### config.mk
export PLATFORM = sky130hd
export DESIGN_NAME = ppo_top
export DESIGN_NICKNAME = d
export VERILOG_FILES = /design/src/hw/ppo_top_fix_note_unused.sv /design/src/hw/ppo_pkg.sv /design/src/hw/ppo_byte_if.sv /design/src/hw/ppo_top.sv /design/src/hw/ppo_level_unit.sv
export SDC_FILE = /design/constraint.sdc
export NUM_CORES = 1
export LEC_CHECK = 0
export BUFFER_PORTS_ARGS = -buffer_cell sky130_fd_sc_hd__buf_4
export CORE_ASPECT_RATIO = 2
export CORE_MARGIN = 1
export CORE_UTILIZATION = 30
export CTS_BUF_LIST = sky130_fd_sc_hd__clkbuf_16
export DETAILED_ROUTE_END_ITERATION = 8
export HOLD_SLACK_MARGIN = 0.1
export MAX_ROUTING_LAYER = met4
export PLACE_DENSITY = 0.52
export SLEW_MARGIN = 10
export SYNTH_ARGS = -nofsm -noshare
export SYNTH_HDL_FRONTEND = slang
export SYNTH_SLANG_ARGS = --single-unit
### constraint.sdc
create_clock -name aclk -period 2.55 [get_ports aclk]
set_input_delay 0.1275 -clock aclk [delete_from_list [all_inputs] [get_ports aclk]]
set_output_delay 0.1275 -clock aclk [all_outputs]
set_load 0.01 [all_outputs]
### src/hw/ppo_top_fix_note_unused.sv
// no logic here; the block lives in ppo_top and ppo_level_unit

### src/hw/ppo_pkg.sv
// constants shared by the pulse pattern output block
package ppo_pkg;
    localparam int ADDR_W = 6;
    // register byte offsets
    localparam logic [5:0] OFS_TRIG_SEL = 6'h00;
    localparam logic [5:0] OFS_EN_HIGH = 6'h04;
    localparam logic [5:0] OFS_EN_LOW = 6'h08;
    localparam logic [5:0] OFS_LEVEL_HIGH = 6'h0C;
    localparam logic [5:0] OFS_LEVEL_LOW = 6'h10;
    localparam logic [5:0] OFS_NEXT_HIGH = 6'h14;
    localparam logic [5:0] OFS_NEXT_LOW = 6'h18;
    localparam logic [5:0] OFS_NEXT_HIGH_ALT = 6'h1C;
    localparam logic [5:0] OFS_NEXT_LOW_ALT = 6'h20;
    // values after reset
    localparam logic [7:0] EN_RST = 8'h00;
    localparam logic [7:0] LEVEL_RST = 8'h00;
    localparam logic [7:0] NEXT_RST = 8'h00;
    localparam logic [7:0] TRIG_SEL_RST = 8'hFF;
    // trigger select field positions, two bits per group
    localparam int SEL_G3_LSB = 6;
    localparam int SEL_G2_LSB = 4;
    localparam int SEL_G1_LSB = 2;
    localparam int SEL_G0_LSB = 0;
    // bus responses
    localparam logic [1:0] RESP_OKAY = 2'h0;
    localparam logic [1:0] RESP_SLVERR = 2'h2;
endpackage

### src/hw/ppo_byte_if.sv
// signals between the register file and one byte of output level logic
`timescale 1ns/100ps
interface ppo_byte_if;
    logic [7:0] en;
    logic [7:0] nxt;
    logic [1:0] sel_hi;
    logic [1:0] sel_lo;
    logic [3:0] trig;
    logic wr;
    logic [7:0] wdata;
    logic [7:0] level;
    modport ctl (output en, output nxt, output sel_hi, output sel_lo, output trig, output wr, output wdata,
        input level);
    modport unit (input en, input nxt, input sel_hi, input sel_lo, input trig, input wr, input wdata,
        output level);
endinterface

### src/hw/ppo_top.sv
// pulse pattern output registers with an AXI4-Lite slave
//
// The register offsets and the AXI4-Lite interface to the registers are this design's own decisions.
`timescale 1ns/100ps
module ppo_top #(
    parameter int ADDR_W = ppo_pkg::ADDR_W
) (
    input wire logic aclk,
    input wire logic aresetn,
    input wire logic [ADDR_W-1:0] awaddr,
    input wire logic awvalid,
    output logic awready,
    input wire logic [31:0] wdata,
    input wire logic [3:0] wstrb,
    input wire logic wvalid,
    output logic wready,
    output logic [1:0] bresp,
    output logic bvalid,
    input wire logic bready,
    input wire logic [ADDR_W-1:0] araddr,
    input wire logic arvalid,
    output logic arready,
    output logic [31:0] rdata,
    output logic [1:0] rresp,
    output logic rvalid,
    input wire logic rready,
    input wire logic [3:0] cmp_match,
    output logic [15:0] pulse_out
);
    logic aw_held_reg;
    logic [ADDR_W-1:0] awaddr_reg;
    logic w_held_reg;
    logic [7:0] wdata_reg;
    logic wstrb0_reg;
    logic bvalid_reg;
    logic [1:0] bresp_reg;
    logic rvalid_reg;
    logic [31:0] rdata_reg;
    logic [1:0] rresp_reg;
    logic [7:0] en_high_reg;
    logic [7:0] en_low_reg;
    logic [7:0] trig_sel_reg;
    logic [7:0] next_high_reg;
    logic [7:0] next_low_reg;
    logic [3:0] cmp_q_reg;
    logic [3:0] trig;
    logic wr_fire;
    logic wr_en;
    logic shared_high;
    logic shared_low;
    logic [7:0] read_value;

    ppo_byte_if hi_if();
    ppo_byte_if lo_if();

    // known register offsets; anything else answers with an error
    function automatic logic addr_known(input logic [ADDR_W-1:0] a);
        addr_known = (a == ppo_pkg::OFS_TRIG_SEL) || (a == ppo_pkg::OFS_EN_HIGH) || (a == ppo_pkg::OFS_EN_LOW)
            || (a == ppo_pkg::OFS_LEVEL_HIGH) || (a == ppo_pkg::OFS_LEVEL_LOW) || (a == ppo_pkg::OFS_NEXT_HIGH)
            || (a == ppo_pkg::OFS_NEXT_LOW) || (a == ppo_pkg::OFS_NEXT_HIGH_ALT)
            || (a == ppo_pkg::OFS_NEXT_LOW_ALT);
    endfunction

    // next pattern view; in split mode the idle nibble reads ones
    function automatic logic [7:0] next_view(input logic [7:0] v, input logic shared, input logic alt);
        if (shared) begin
            next_view = alt ? 8'hFF : v;
        end else if (alt) begin
            next_view = {4'hF, v[3:0]};
        end else begin
            next_view = {v[7:4], 4'hF};
        end
    endfunction

    // next pattern write; the idle nibble keeps its value
    function automatic logic [7:0] next_merge(input logic [7:0] old, input logic [7:0] wd, input logic shared,
        input logic alt);
        if (shared) begin
            next_merge = alt ? old : wd;
        end else if (alt) begin
            next_merge = {old[7:4], wd[3:0]};
        end else begin
            next_merge = {wd[7:4], old[3:0]};
        end
    endfunction

    // a byte is shared when both its groups pick the same channel
    assign shared_high = trig_sel_reg[ppo_pkg::SEL_G3_LSB +: 2] == trig_sel_reg[ppo_pkg::SEL_G2_LSB +: 2];
    assign shared_low = trig_sel_reg[ppo_pkg::SEL_G1_LSB +: 2] == trig_sel_reg[ppo_pkg::SEL_G0_LSB +: 2];

    // write address and data are caught independently, in either order
    assign awready = !aw_held_reg;
    assign wready = !w_held_reg;
    assign wr_fire = aw_held_reg && w_held_reg && !bvalid_reg;
    assign wr_en = wr_fire && wstrb0_reg;

    always_ff @(posedge aclk) begin
        if (!aresetn) begin
            aw_held_reg <= 1'b0;
            awaddr_reg <= '0;
        end else if (wr_fire) begin
            aw_held_reg <= 1'b0;
        end else if (awvalid && !aw_held_reg) begin
            aw_held_reg <= 1'b1;
            awaddr_reg <= awaddr;
        end
    end

    always_ff @(posedge aclk) begin
        if (!aresetn) begin
            w_held_reg <= 1'b0;
            wdata_reg <= 8'h00;
            wstrb0_reg <= 1'b0;
        end else if (wr_fire) begin
            w_held_reg <= 1'b0;
        end else if (wvalid && !w_held_reg) begin
            w_held_reg <= 1'b1;
            wdata_reg <= wdata[7:0];
            wstrb0_reg <= wstrb[0];
        end
    end

    // write response, held until the master takes it
    always_ff @(posedge aclk) begin
        if (!aresetn) begin
            bvalid_reg <= 1'b0;
            bresp_reg <= ppo_pkg::RESP_OKAY;
        end else if (wr_fire) begin
            bvalid_reg <= 1'b1;
            bresp_reg <= addr_known(awaddr_reg) ? ppo_pkg::RESP_OKAY : ppo_pkg::RESP_SLVERR;
        end else if (bready) begin
            bvalid_reg <= 1'b0;
        end
    end

    assign bvalid = bvalid_reg;
    assign bresp = bresp_reg;

    // control registers written by software
    always_ff @(posedge aclk) begin
        if (!aresetn) begin
            en_high_reg <= ppo_pkg::EN_RST;
            en_low_reg <= ppo_pkg::EN_RST;
            trig_sel_reg <= ppo_pkg::TRIG_SEL_RST;
        end else if (wr_en) begin
            if (awaddr_reg == ppo_pkg::OFS_EN_HIGH) begin
                en_high_reg <= wdata_reg;
            end else if (awaddr_reg == ppo_pkg::OFS_EN_LOW) begin
                en_low_reg <= wdata_reg;
            end else if (awaddr_reg == ppo_pkg::OFS_TRIG_SEL) begin
                trig_sel_reg <= wdata_reg;
            end
        end
    end

    // next pattern registers; trigger samples them before this edge's write lands
    always_ff @(posedge aclk) begin
        if (!aresetn) begin
            next_high_reg <= ppo_pkg::NEXT_RST;
            next_low_reg <= ppo_pkg::NEXT_RST;
        end else if (wr_en) begin
            if (awaddr_reg == ppo_pkg::OFS_NEXT_HIGH) begin
                next_high_reg <= next_merge(next_high_reg, wdata_reg, shared_high, 1'b0);
            end else if (awaddr_reg == ppo_pkg::OFS_NEXT_HIGH_ALT) begin
                next_high_reg <= next_merge(next_high_reg, wdata_reg, shared_high, 1'b1);
            end else if (awaddr_reg == ppo_pkg::OFS_NEXT_LOW) begin
                next_low_reg <= next_merge(next_low_reg, wdata_reg, shared_low, 1'b0);
            end else if (awaddr_reg == ppo_pkg::OFS_NEXT_LOW_ALT) begin
                next_low_reg <= next_merge(next_low_reg, wdata_reg, shared_low, 1'b1);
            end
        end
    end

    // a held compare match must not transfer again, so take its rising edge
    always_ff @(posedge aclk) begin
        if (!aresetn) begin
            cmp_q_reg <= 4'h0;
        end else begin
            cmp_q_reg <= cmp_match;
        end
    end

    assign trig = cmp_match & ~cmp_q_reg;

    // hand each byte its enables, pattern, triggers and software write
    assign hi_if.en = en_high_reg;
    assign hi_if.nxt = next_high_reg;
    assign hi_if.sel_hi = trig_sel_reg[ppo_pkg::SEL_G3_LSB +: 2];
    assign hi_if.sel_lo = trig_sel_reg[ppo_pkg::SEL_G2_LSB +: 2];
    assign hi_if.trig = trig;
    assign hi_if.wr = wr_en && (awaddr_reg == ppo_pkg::OFS_LEVEL_HIGH);
    assign hi_if.wdata = wdata_reg;
    assign lo_if.en = en_low_reg;
    assign lo_if.nxt = next_low_reg;
    assign lo_if.sel_hi = trig_sel_reg[ppo_pkg::SEL_G1_LSB +: 2];
    assign lo_if.sel_lo = trig_sel_reg[ppo_pkg::SEL_G0_LSB +: 2];
    assign lo_if.trig = trig;
    assign lo_if.wr = wr_en && (awaddr_reg == ppo_pkg::OFS_LEVEL_LOW);
    assign lo_if.wdata = wdata_reg;

    ppo_level_unit u_level_high (
        .aclk(aclk),
        .aresetn(aresetn),
        .bi(hi_if.unit)
    );

    ppo_level_unit u_level_low (
        .aclk(aclk),
        .aresetn(aresetn),
        .bi(lo_if.unit)
    );

    assign pulse_out = {hi_if.level, lo_if.level};

    // read decode
    always_comb begin
        if (araddr == ppo_pkg::OFS_TRIG_SEL) begin
            read_value = trig_sel_reg;
        end else if (araddr == ppo_pkg::OFS_EN_HIGH) begin
            read_value = en_high_reg;
        end else if (araddr == ppo_pkg::OFS_EN_LOW) begin
            read_value = en_low_reg;
        end else if (araddr == ppo_pkg::OFS_LEVEL_HIGH) begin
            read_value = hi_if.level;
        end else if (araddr == ppo_pkg::OFS_LEVEL_LOW) begin
            read_value = lo_if.level;
        end else if (araddr == ppo_pkg::OFS_NEXT_HIGH) begin
            read_value = next_view(next_high_reg, shared_high, 1'b0);
        end else if (araddr == ppo_pkg::OFS_NEXT_HIGH_ALT) begin
            read_value = next_view(next_high_reg, shared_high, 1'b1);
        end else if (araddr == ppo_pkg::OFS_NEXT_LOW) begin
            read_value = next_view(next_low_reg, shared_low, 1'b0);
        end else if (araddr == ppo_pkg::OFS_NEXT_LOW_ALT) begin
            read_value = next_view(next_low_reg, shared_low, 1'b1);
        end else begin
            read_value = 8'h00;
        end
    end

    // one read outstanding; address refused while data waits
    assign arready = !rvalid_reg;

    always_ff @(posedge aclk) begin
        if (!aresetn) begin
            rvalid_reg <= 1'b0;
            rdata_reg <= 32'h00000000;
            rresp_reg <= ppo_pkg::RESP_OKAY;
        end else if (arvalid && !rvalid_reg) begin
            rvalid_reg <= 1'b1;
            rdata_reg <= {24'h000000, read_value};
            rresp_reg <= addr_known(araddr) ? ppo_pkg::RESP_OKAY : ppo_pkg::RESP_SLVERR;
        end else if (rready) begin
            rvalid_reg <= 1'b0;
        end
    end

    assign rvalid = rvalid_reg;
    assign rdata = rdata_reg;
    assign rresp = rresp_reg;

    property p_reset_clear;
        @(posedge aclk)
        !aresetn |=> en_high_reg == 8'h00 && en_low_reg == 8'h00 && pulse_out == 16'h0000;
    endproperty
    a_reset_clear: assert property (p_reset_clear) else $error("enable or level not cleared by reset");
    property p_enable_write;
        @(posedge aclk) disable iff (!aresetn)
        wr_en && awaddr_reg == ppo_pkg::OFS_EN_LOW |=> en_low_reg == $past(wdata_reg);
    endproperty
    a_enable_write: assert property (p_enable_write) else $error("enable low write not stored");
    property p_shared_next;
        @(posedge aclk) disable iff (!aresetn)
        wr_en && awaddr_reg == ppo_pkg::OFS_NEXT_HIGH && shared_high |=> next_high_reg == $past(wdata_reg);
    endproperty
    a_shared_next: assert property (p_shared_next) else $error("shared next write not whole byte");
    property p_split_read;
        @(posedge aclk) disable iff (!aresetn)
        arvalid && arready && araddr == ppo_pkg::OFS_NEXT_LOW && !shared_low
            |=> rvalid && rdata[3:0] == 4'hF && rdata[7:4] == $past(next_low_reg[7:4]);
    endproperty
    a_split_read: assert property (p_split_read) else $error("split next read wrong");
    property p_single_trig;
        @(posedge aclk) disable iff (!aresetn)
        cmp_match != 4'h0 ##1 cmp_match == $past(cmp_match) |-> trig == 4'h0;
    endproperty
    a_single_trig: assert property (p_single_trig) else $error("held compare match retriggered");
    property p_chan_sel;
        @(posedge aclk) disable iff (!aresetn)
        trig[0] && !trig[3] && trig_sel_reg[ppo_pkg::SEL_G0_LSB +: 2] == 2'h3 && !lo_if.wr
            |=> pulse_out[3:0] == $past(pulse_out[3:0]);
    endproperty
    a_chan_sel: assert property (p_chan_sel) else $error("group moved on unselected channel");
    property p_write_resp;
        @(posedge aclk) disable iff (!aresetn)
        wr_fire |=> bvalid ##0 (bresp == ppo_pkg::RESP_OKAY || bresp == ppo_pkg::RESP_SLVERR);
    endproperty
    a_write_resp: assert property (p_write_resp) else $error("write not answered next cycle");
    c_shared_write: cover property (@(posedge aclk) disable iff (!aresetn)
        wr_en && awaddr_reg == ppo_pkg::OFS_NEXT_HIGH && shared_high);
    c_split_read: cover property (@(posedge aclk) disable iff (!aresetn)
        arvalid && arready && araddr == ppo_pkg::OFS_NEXT_LOW_ALT && !shared_low);
    c_trigger: cover property (@(posedge aclk) disable iff (!aresetn) trig != 4'h0 && en_high_reg != 8'h00);
endmodule

### src/hw/ppo_level_unit.sv
// one byte of output level: trigger transfer and protected software write
`timescale 1ns/100ps
module ppo_level_unit (
    input wire logic aclk,
    input wire logic aresetn,
    ppo_byte_if.unit bi
);
    logic [7:0] level_reg;
    logic [7:0] level_next;
    logic trig_hi;
    logic trig_lo;
    logic [7:0] xfer_mask;
    logic [7:0] wr_mask;

    // each nibble follows the compare match its select code names
    assign trig_hi = bi.trig[bi.sel_hi];
    assign trig_lo = bi.trig[bi.sel_lo];
    // only enabled bits move on a trigger
    assign xfer_mask = bi.en & {{4{trig_hi}}, {4{trig_lo}}};
    // software reaches only the disabled bits
    assign wr_mask = bi.wr ? ~bi.en : 8'h00;

    // masks never overlap, so the merge needs no priority
    always_comb begin
        level_next = (level_reg & ~xfer_mask & ~wr_mask) | (bi.nxt & xfer_mask) | (bi.wdata & wr_mask);
    end

    always_ff @(posedge aclk) begin
        if (!aresetn) begin
            level_reg <= ppo_pkg::LEVEL_RST;
        end else begin
            level_reg <= level_next;
        end
    end

    assign bi.level = level_reg;

    property p_xfer;
        @(posedge aclk) disable iff (!aresetn)
        xfer_mask != 8'h00 |=> (level_reg & $past(xfer_mask)) == ($past(bi.nxt) & $past(xfer_mask));
    endproperty
    a_xfer: assert property (p_xfer) else $error("enabled bit missed its transfer");
    property p_no_xfer;
        @(posedge aclk) disable iff (!aresetn)
        !bi.wr |=> ((level_reg ^ $past(level_reg)) & ~$past(bi.en)) == 8'h00;
    endproperty
    a_no_xfer: assert property (p_no_xfer) else $error("disabled bit changed on trigger");
    property p_protect;
        @(posedge aclk) disable iff (!aresetn)
        bi.wr |=> ((level_reg ^ $past(level_reg)) & $past(bi.en) & ~$past(xfer_mask)) == 8'h00;
    endproperty
    a_protect: assert property (p_protect) else $error("protected level bit was written");
    property p_init_write;
        @(posedge aclk) disable iff (!aresetn)
        bi.wr |=> (level_reg & ~$past(bi.en)) == ($past(bi.wdata) & ~$past(bi.en));
    endproperty
    a_init_write: assert property (p_init_write) else $error("initial level write lost");
    c_xfer: cover property (@(posedge aclk) disable iff (!aresetn) xfer_mask != 8'h00 && bi.wr);
endmodule

== Word level (Yosys, flattened, before mapping) ==
Index checks and enable logic that the tools add are counted.
Word-level totals
  bits in registers: 91
  word-level logic and storage cells: 155
  bits of input ports: 59
Cells by class
  equality and inequality tests: 22
  bitwise operators: 28
  magnitude comparators: 4
  mux-type cells: 37
  reductions and logical operators: 44
Operators by type and width (number)
  2-to-1 mux 8 bit: 13
  AND 8 bit: 10
  equality test 6 x 5 -> 1 bit, second input constant: 8
  inverter 8 bit: 6
  2-to-1 mux 4 bit: 10
  OR 8 bit: 4
  equality test 6 x 4 -> 1 bit, second input constant: 4
  logical OR 1 bit: 16
  equality test 6 x 3 -> 1 bit, second input constant: 2
  equality test 6 bit, second input constant: 2
  zero test 6 bit: 2
  less-than comparator 2 x 3 -> 1 bit, second input constant: 4
  AND reduction 4 bit: 3
  binary-select mux 1 bit (select 2 bit): 4
  logical AND 1 bit: 8
  2-to-1 mux 1 bit: 8
  AND reduction 2 bit: 4
  nonzero test 2 bit: 4
  inverter 1 bit: 6
  AND reduction 6 bit: 1
  AND 4 bit: 1
  equality test 2 bit: 2
  zero test 1 bit: 4
  2-to-1 mux 2 bit: 2
  5 further kinds: 7

== Longest topological paths before layout ==
  depth after elaboration: 11
  gate-level depth with buffers: 7
  gate-level depth less buffers: 5

== By module ==
From an unflattened synthesis, not the netlist that was laid out.
Second synthesis, totals
  cells, all modules: 549
  area total of the unflattened synthesis: 4993.5 µm²
By module, submodules not included
  ppo_top: area each 3947.5 µm², sequential area each 1461.4 µm², instances 1, cells an instance 445
  ppo_level_unit: area each 523.0 µm², sequential area each 160.2 µm², instances 2, cells an instance 52

== Worst setup path before layout ==
Ideal clock, no wire load.
  path kind: register to register
  start point: register bvalid_reg, in the netlist bvalid
  end point: register u_level_high.level_reg[0], in the netlist u_level_high.bi.level[0]
  arrival: 1.891 ns
  buffers on the path: 1
  setup slack: 0.543 ns
  stages on the path, launching flop included: 7
  cells stage by stage: dfxtp_1 nand4b_2 or3_4 or3_1 buf_6 mux2_4 o211a_1
Between the ends
  word-level cells in the longest chain between the ends: 9
  elaborated cells between the ends (all ways): 10
RTL lines
  start: declaration: line ppo_top.sv:35  | logic bvalid_reg;
  start signal: assignment: line ppo_top.sv:126  | bvalid_reg <= 1'b0;
  start signal: assignment: line ppo_top.sv:129  | bvalid_reg <= 1'b1;
  start signal: assignment: line ppo_top.sv:132  | bvalid_reg <= 1'b0;
  zero test 1 bit *: line ppo_top.sv:94  | assign wr_fire = aw_held_reg && w_held_reg && !bvalid_reg;
  logical AND 1 bit *: line ppo_top.sv:94
  logical AND 1 bit *: line ppo_top.sv:95  | assign wr_en = wr_fire && wstrb0_reg;
  logical AND 1 bit *: line ppo_top.sv:191  | assign hi_if.wr = wr_en && (awaddr_reg == ppo_pkg::OFS_LEVEL_HIGH);
  2-to-1 mux 8 bit *: line ppo_level_unit.sv:21  | assign wr_mask = bi.wr ? ~bi.en : 8'h00;
  inverter 8 bit: line ppo_level_unit.sv:25  | level_next = (level_reg & ~xfer_mask & ~wr_mask) | (bi.nxt & xfer_mask) | (bi.wdata & wr_mask);
  AND 8 bit: line ppo_level_unit.sv:25
  OR 8 bit: line ppo_level_unit.sv:25
  OR 8 bit *: line ppo_level_unit.sv:25
  end signal: assignment: line ppo_level_unit.sv:30  | level_reg <= ppo_pkg::LEVEL_RST;
  end signal: assignment: line ppo_level_unit.sv:32  | level_reg <= level_next;
  end: declaration: line ppo_level_unit.sv:8  | logic [7:0] level_reg;
Mark *: on every way between the ends. The rest lies on a longest branch, timed or not.
A chain may end at the register's enable or synchronous reset.

== Final worst setup path ==
  start point: register bvalid_reg, in the netlist bvalid
  end point: register u_level_high.level_reg[6], in the netlist u_level_high.bi.level[6]
The elaborated chain is that of the path after synthesis.

==> flow_summary.toml <==
[placement]
port_buffers = 62
hpwlAfterDp_um = 10100
place_congestion = 0.821
place_ws_ns = 0.324

[routing]
vias_per_cell = 4.96
met1_length_um = 5350
wl_per_cell_um = 16.6
drc = 0
via_count = 4029
antenna_left = 0
met3_length_um = 464
drt_iter0_drc = 174
totalWireLength_um = 13500
dr.pass1.iters = 4
wl_met2_um = 6880
dr.max_layer_used = "met4"

[clocking]
cts_resized = 0
cts_buffers = 9
clk_path_buf_depth = 2
htreeDepth = 3
cts_sinks = 89
clk_latency_ns = 0.34
clk_pin_slew_ns = 0.06
cts_tree = "yes"
clockRootBuffer = "clkbuf_16"

[power_and_ir_drop]
p_leak_nw = 2.65
ir_worst_vdd_mv = 0.315
powerDensity_nw_per_um2 = 512

[yosys]
async_flop_share = 0
netlist.area_leader.share = 0.372
synthCells = 527
synth-seq-cells = 89
yosysUniqueCellTypes = 53
synth_area_leaders = "dfxtp_1, mux2i_1, nand2_1, nor2b_1, buf_4"
yosysSeqAreaShare = 0.372
netlist_area_um2 = 4790
yosysTopAreaCell = "dfxtp_1"
yosysWarnings = 0
synth_edf_count = 0
synth-main-ff-cell = "dfxtp_1"
syn_area_per_cell_um2 = 9.09

[finish]
fillers = 1602
area_delta_synth_final_pct = 22.7
diodes = 0
nets = 665
seqCellArea_um2 = 1780
multi_input_area_um2 = 2760
drive_gt1_frac = 0.203

[setup_path]
worst-path-max-fanout = 8
path_class = "flop to flop"
required_ns = 2.78
critPathLaunchType = "flop"
critPathArrivalTime_ns = 2.46
end_kind = "flop"

[floorplanning]
rows = 65
start_util = 0.305
coreArea_um2 = 15700
die_area_um2 = 16500
die_h_um = 181
chipWidth_um = 91.3
pin_count = 116

[sta]
period_minus_slack_ns = 2.23
setup_tns_ns = 0
finClkSkew_ns = 0.00810
worst_pin_slew_ns = 0.718
max_slew_margin = 0.517
finalSetupViolCount = 0
max_freq_ghz = 0.449
fin_ws_ns = 0.321
rsz0062_at_grt = "no"
hold_violations = 0
fin_crit_sh = 0.874
slew_violations = 0

[outcome]
outcome = "complete, no violations"

[grt]
antenna_found_initial = 0
grt_usage = 0.173
grt_pass1_wl_um = 21500
grt_max_degree = 57
overflow = 0
grt_pass1_vias = 4031

[job]
max_cap_viol_count = 0

[hold_path]
hold_path_class = "input pin to flop"
-- worst max-delay path, cell delays in order (launching register included) --
cell and delay (ns):
dfxtp_1 0.33, nand4b_2 0.24, or3_4 0.37, or3_1 0.60, mux2_4 0.39, o211a_1 0.20
-- area by class of cell --
class	count	share of cell area
sequential	89	0.303
tap	201	0.0428
clock inverter	7	0.00639
inverter	11	0.00703
timing repair buffer	95	0.132
multi-input combinational	400	0.471
clock buffer	9	0.0383
-- layer usage --
metal / vias up / global-route usage
met1: 1865 / 0.179
met4: 0 / 0.113
met2: 138 / 0.303
met3: 38 / 0.0236
li1: 1988 / -
met5: - / -
-- path summary, 6_finish.rpt --
kind	slack (ns)	to	from	cells past startpoint
setup / recovery	0.32	u_level_high.bi.level[6]	bvalid	5
hold / removal	0.15	rresp[1]	araddr[5]	3
setup reg to reg	0.32	u_level_high.bi.level[6]	bvalid	5
hold reg to reg	0.49	wstrb0_reg	wstrb0_reg	2
-- cells in the mapped netlist, types with 8 or more instances --
library cell / instances
a21boi_0: 18
o211a_1: 17
nand2b_1: 8
a21oi_1: 14
mux4_2: 8
buf_4: 26
mux2_2: 12
dfxtp_1: 89
inv_1: 11
mux2i_1: 46
clkbuf_1: 21
a22oi_1: 8
mux2_4: 8
nand3_1: 12
nand2_1: 79
nor2b_1: 33
nor3_1: 8
o22ai_1: 12
o21ai_0: 12
nor2_1: 20
-- cells in the final DEF (no fill, tap or decap), types with 2 or more instances in the layout --
| cell type | Yosys | final |
|---|---|---|
| nor2_1 | 20 | 20 |
| mux2_4 | 8 | 8 |
| nand2b_1 | 8 | 8 |
| mux4_2 | 8 | 8 |
| o21ai_1 | 2 | 2 |
| clkbuf_16 | 0 | 9 |
| dfxtp_1 | 89 | 89 |
| o22ai_1 | 12 | 12 |
| mux2i_1 | 46 | 46 |
| a221o_1 | 4 | 4 |
| a211oi_1 | 4 | 4 |
| nor3_2 | 2 | 2 |
| a31oi_1 | 2 | 2 |
| nand2_1 | 79 | 79 |
| a21boi_0 | 18 | 18 |
| a211o_1 | 2 | 2 |
| nor2b_1 | 33 | 33 |
| o31ai_1 | 5 | 5 |
| or4_1 | 2 | 2 |
| or2_2 | 2 | 2 |
| or3_1 | 5 | 5 |
| clkinv_1 | 0 | 3 |
| a21oi_1 | 14 | 14 |
| nand3_1 | 12 | 12 |
| o21ai_0 | 12 | 12 |
| mux2_2 | 12 | 12 |
| xnor2_1 | 2 | 2 |
| inv_1 | 11 | 11 |
| and2_1 | 4 | 4 |
| o211a_1 | 17 | 17 |
| xor2_1 | 2 | 2 |
| o211ai_1 | 5 | 5 |
| clkinv_2 | 0 | 2 |
| buf_4 | 26 | 71 |
| conb_1 | 1 | 26 |
| nand3b_1 | 2 | 2 |
| dlygate4sd3_1 | 0 | 24 |
| a22oi_1 | 8 | 8 |
| nor3_1 | 8 | 8 |
-- report_power, final --
| part | internal, mW | switching (mW) | leakage (nW) |
|---|---|---|---|
| combinational | 0.161 | 0.179 | 1.79 |
| sequential | 1.42 | 0.0416 | 0.723 |
| clock | 0.648 | 0.554 | 0.128 |
| total | 2.23 | 0.775 | 2.65 |
-- per-stage QoR --
stage	utilization	hold WS, ns	instances	power [mW]	cell area (µm²)
finish	0.374	0.146	812	3.01	5870
global route	0.374	0.176	812	3.13	5870
CTS	0.374	0.141	812	3.04	5870
detailed placement	0.342	0.345	772	1.81	5370
global placement	0.342	0.346	772	1.80	5370
floorplan	-	0.243	552	1.71	4880
-- repair_timing --
action	in CTS	in global routing
hold buffers	24	0
buffers inserted	0	0
hold endpoints to repair	23	0
-- kinds of logic after synthesis --
family                 share of synthesized area
buffers and inverters                     0.0716
flip-flops                                 0.372
other                                   0.000783
multiplexers                               0.187
AND/OR/NAND/NOR                            0.196
XOR/XNOR                                 0.00732
AO/OA/AOI/OAI                              0.165
Power figures use the tool's default switching activity.
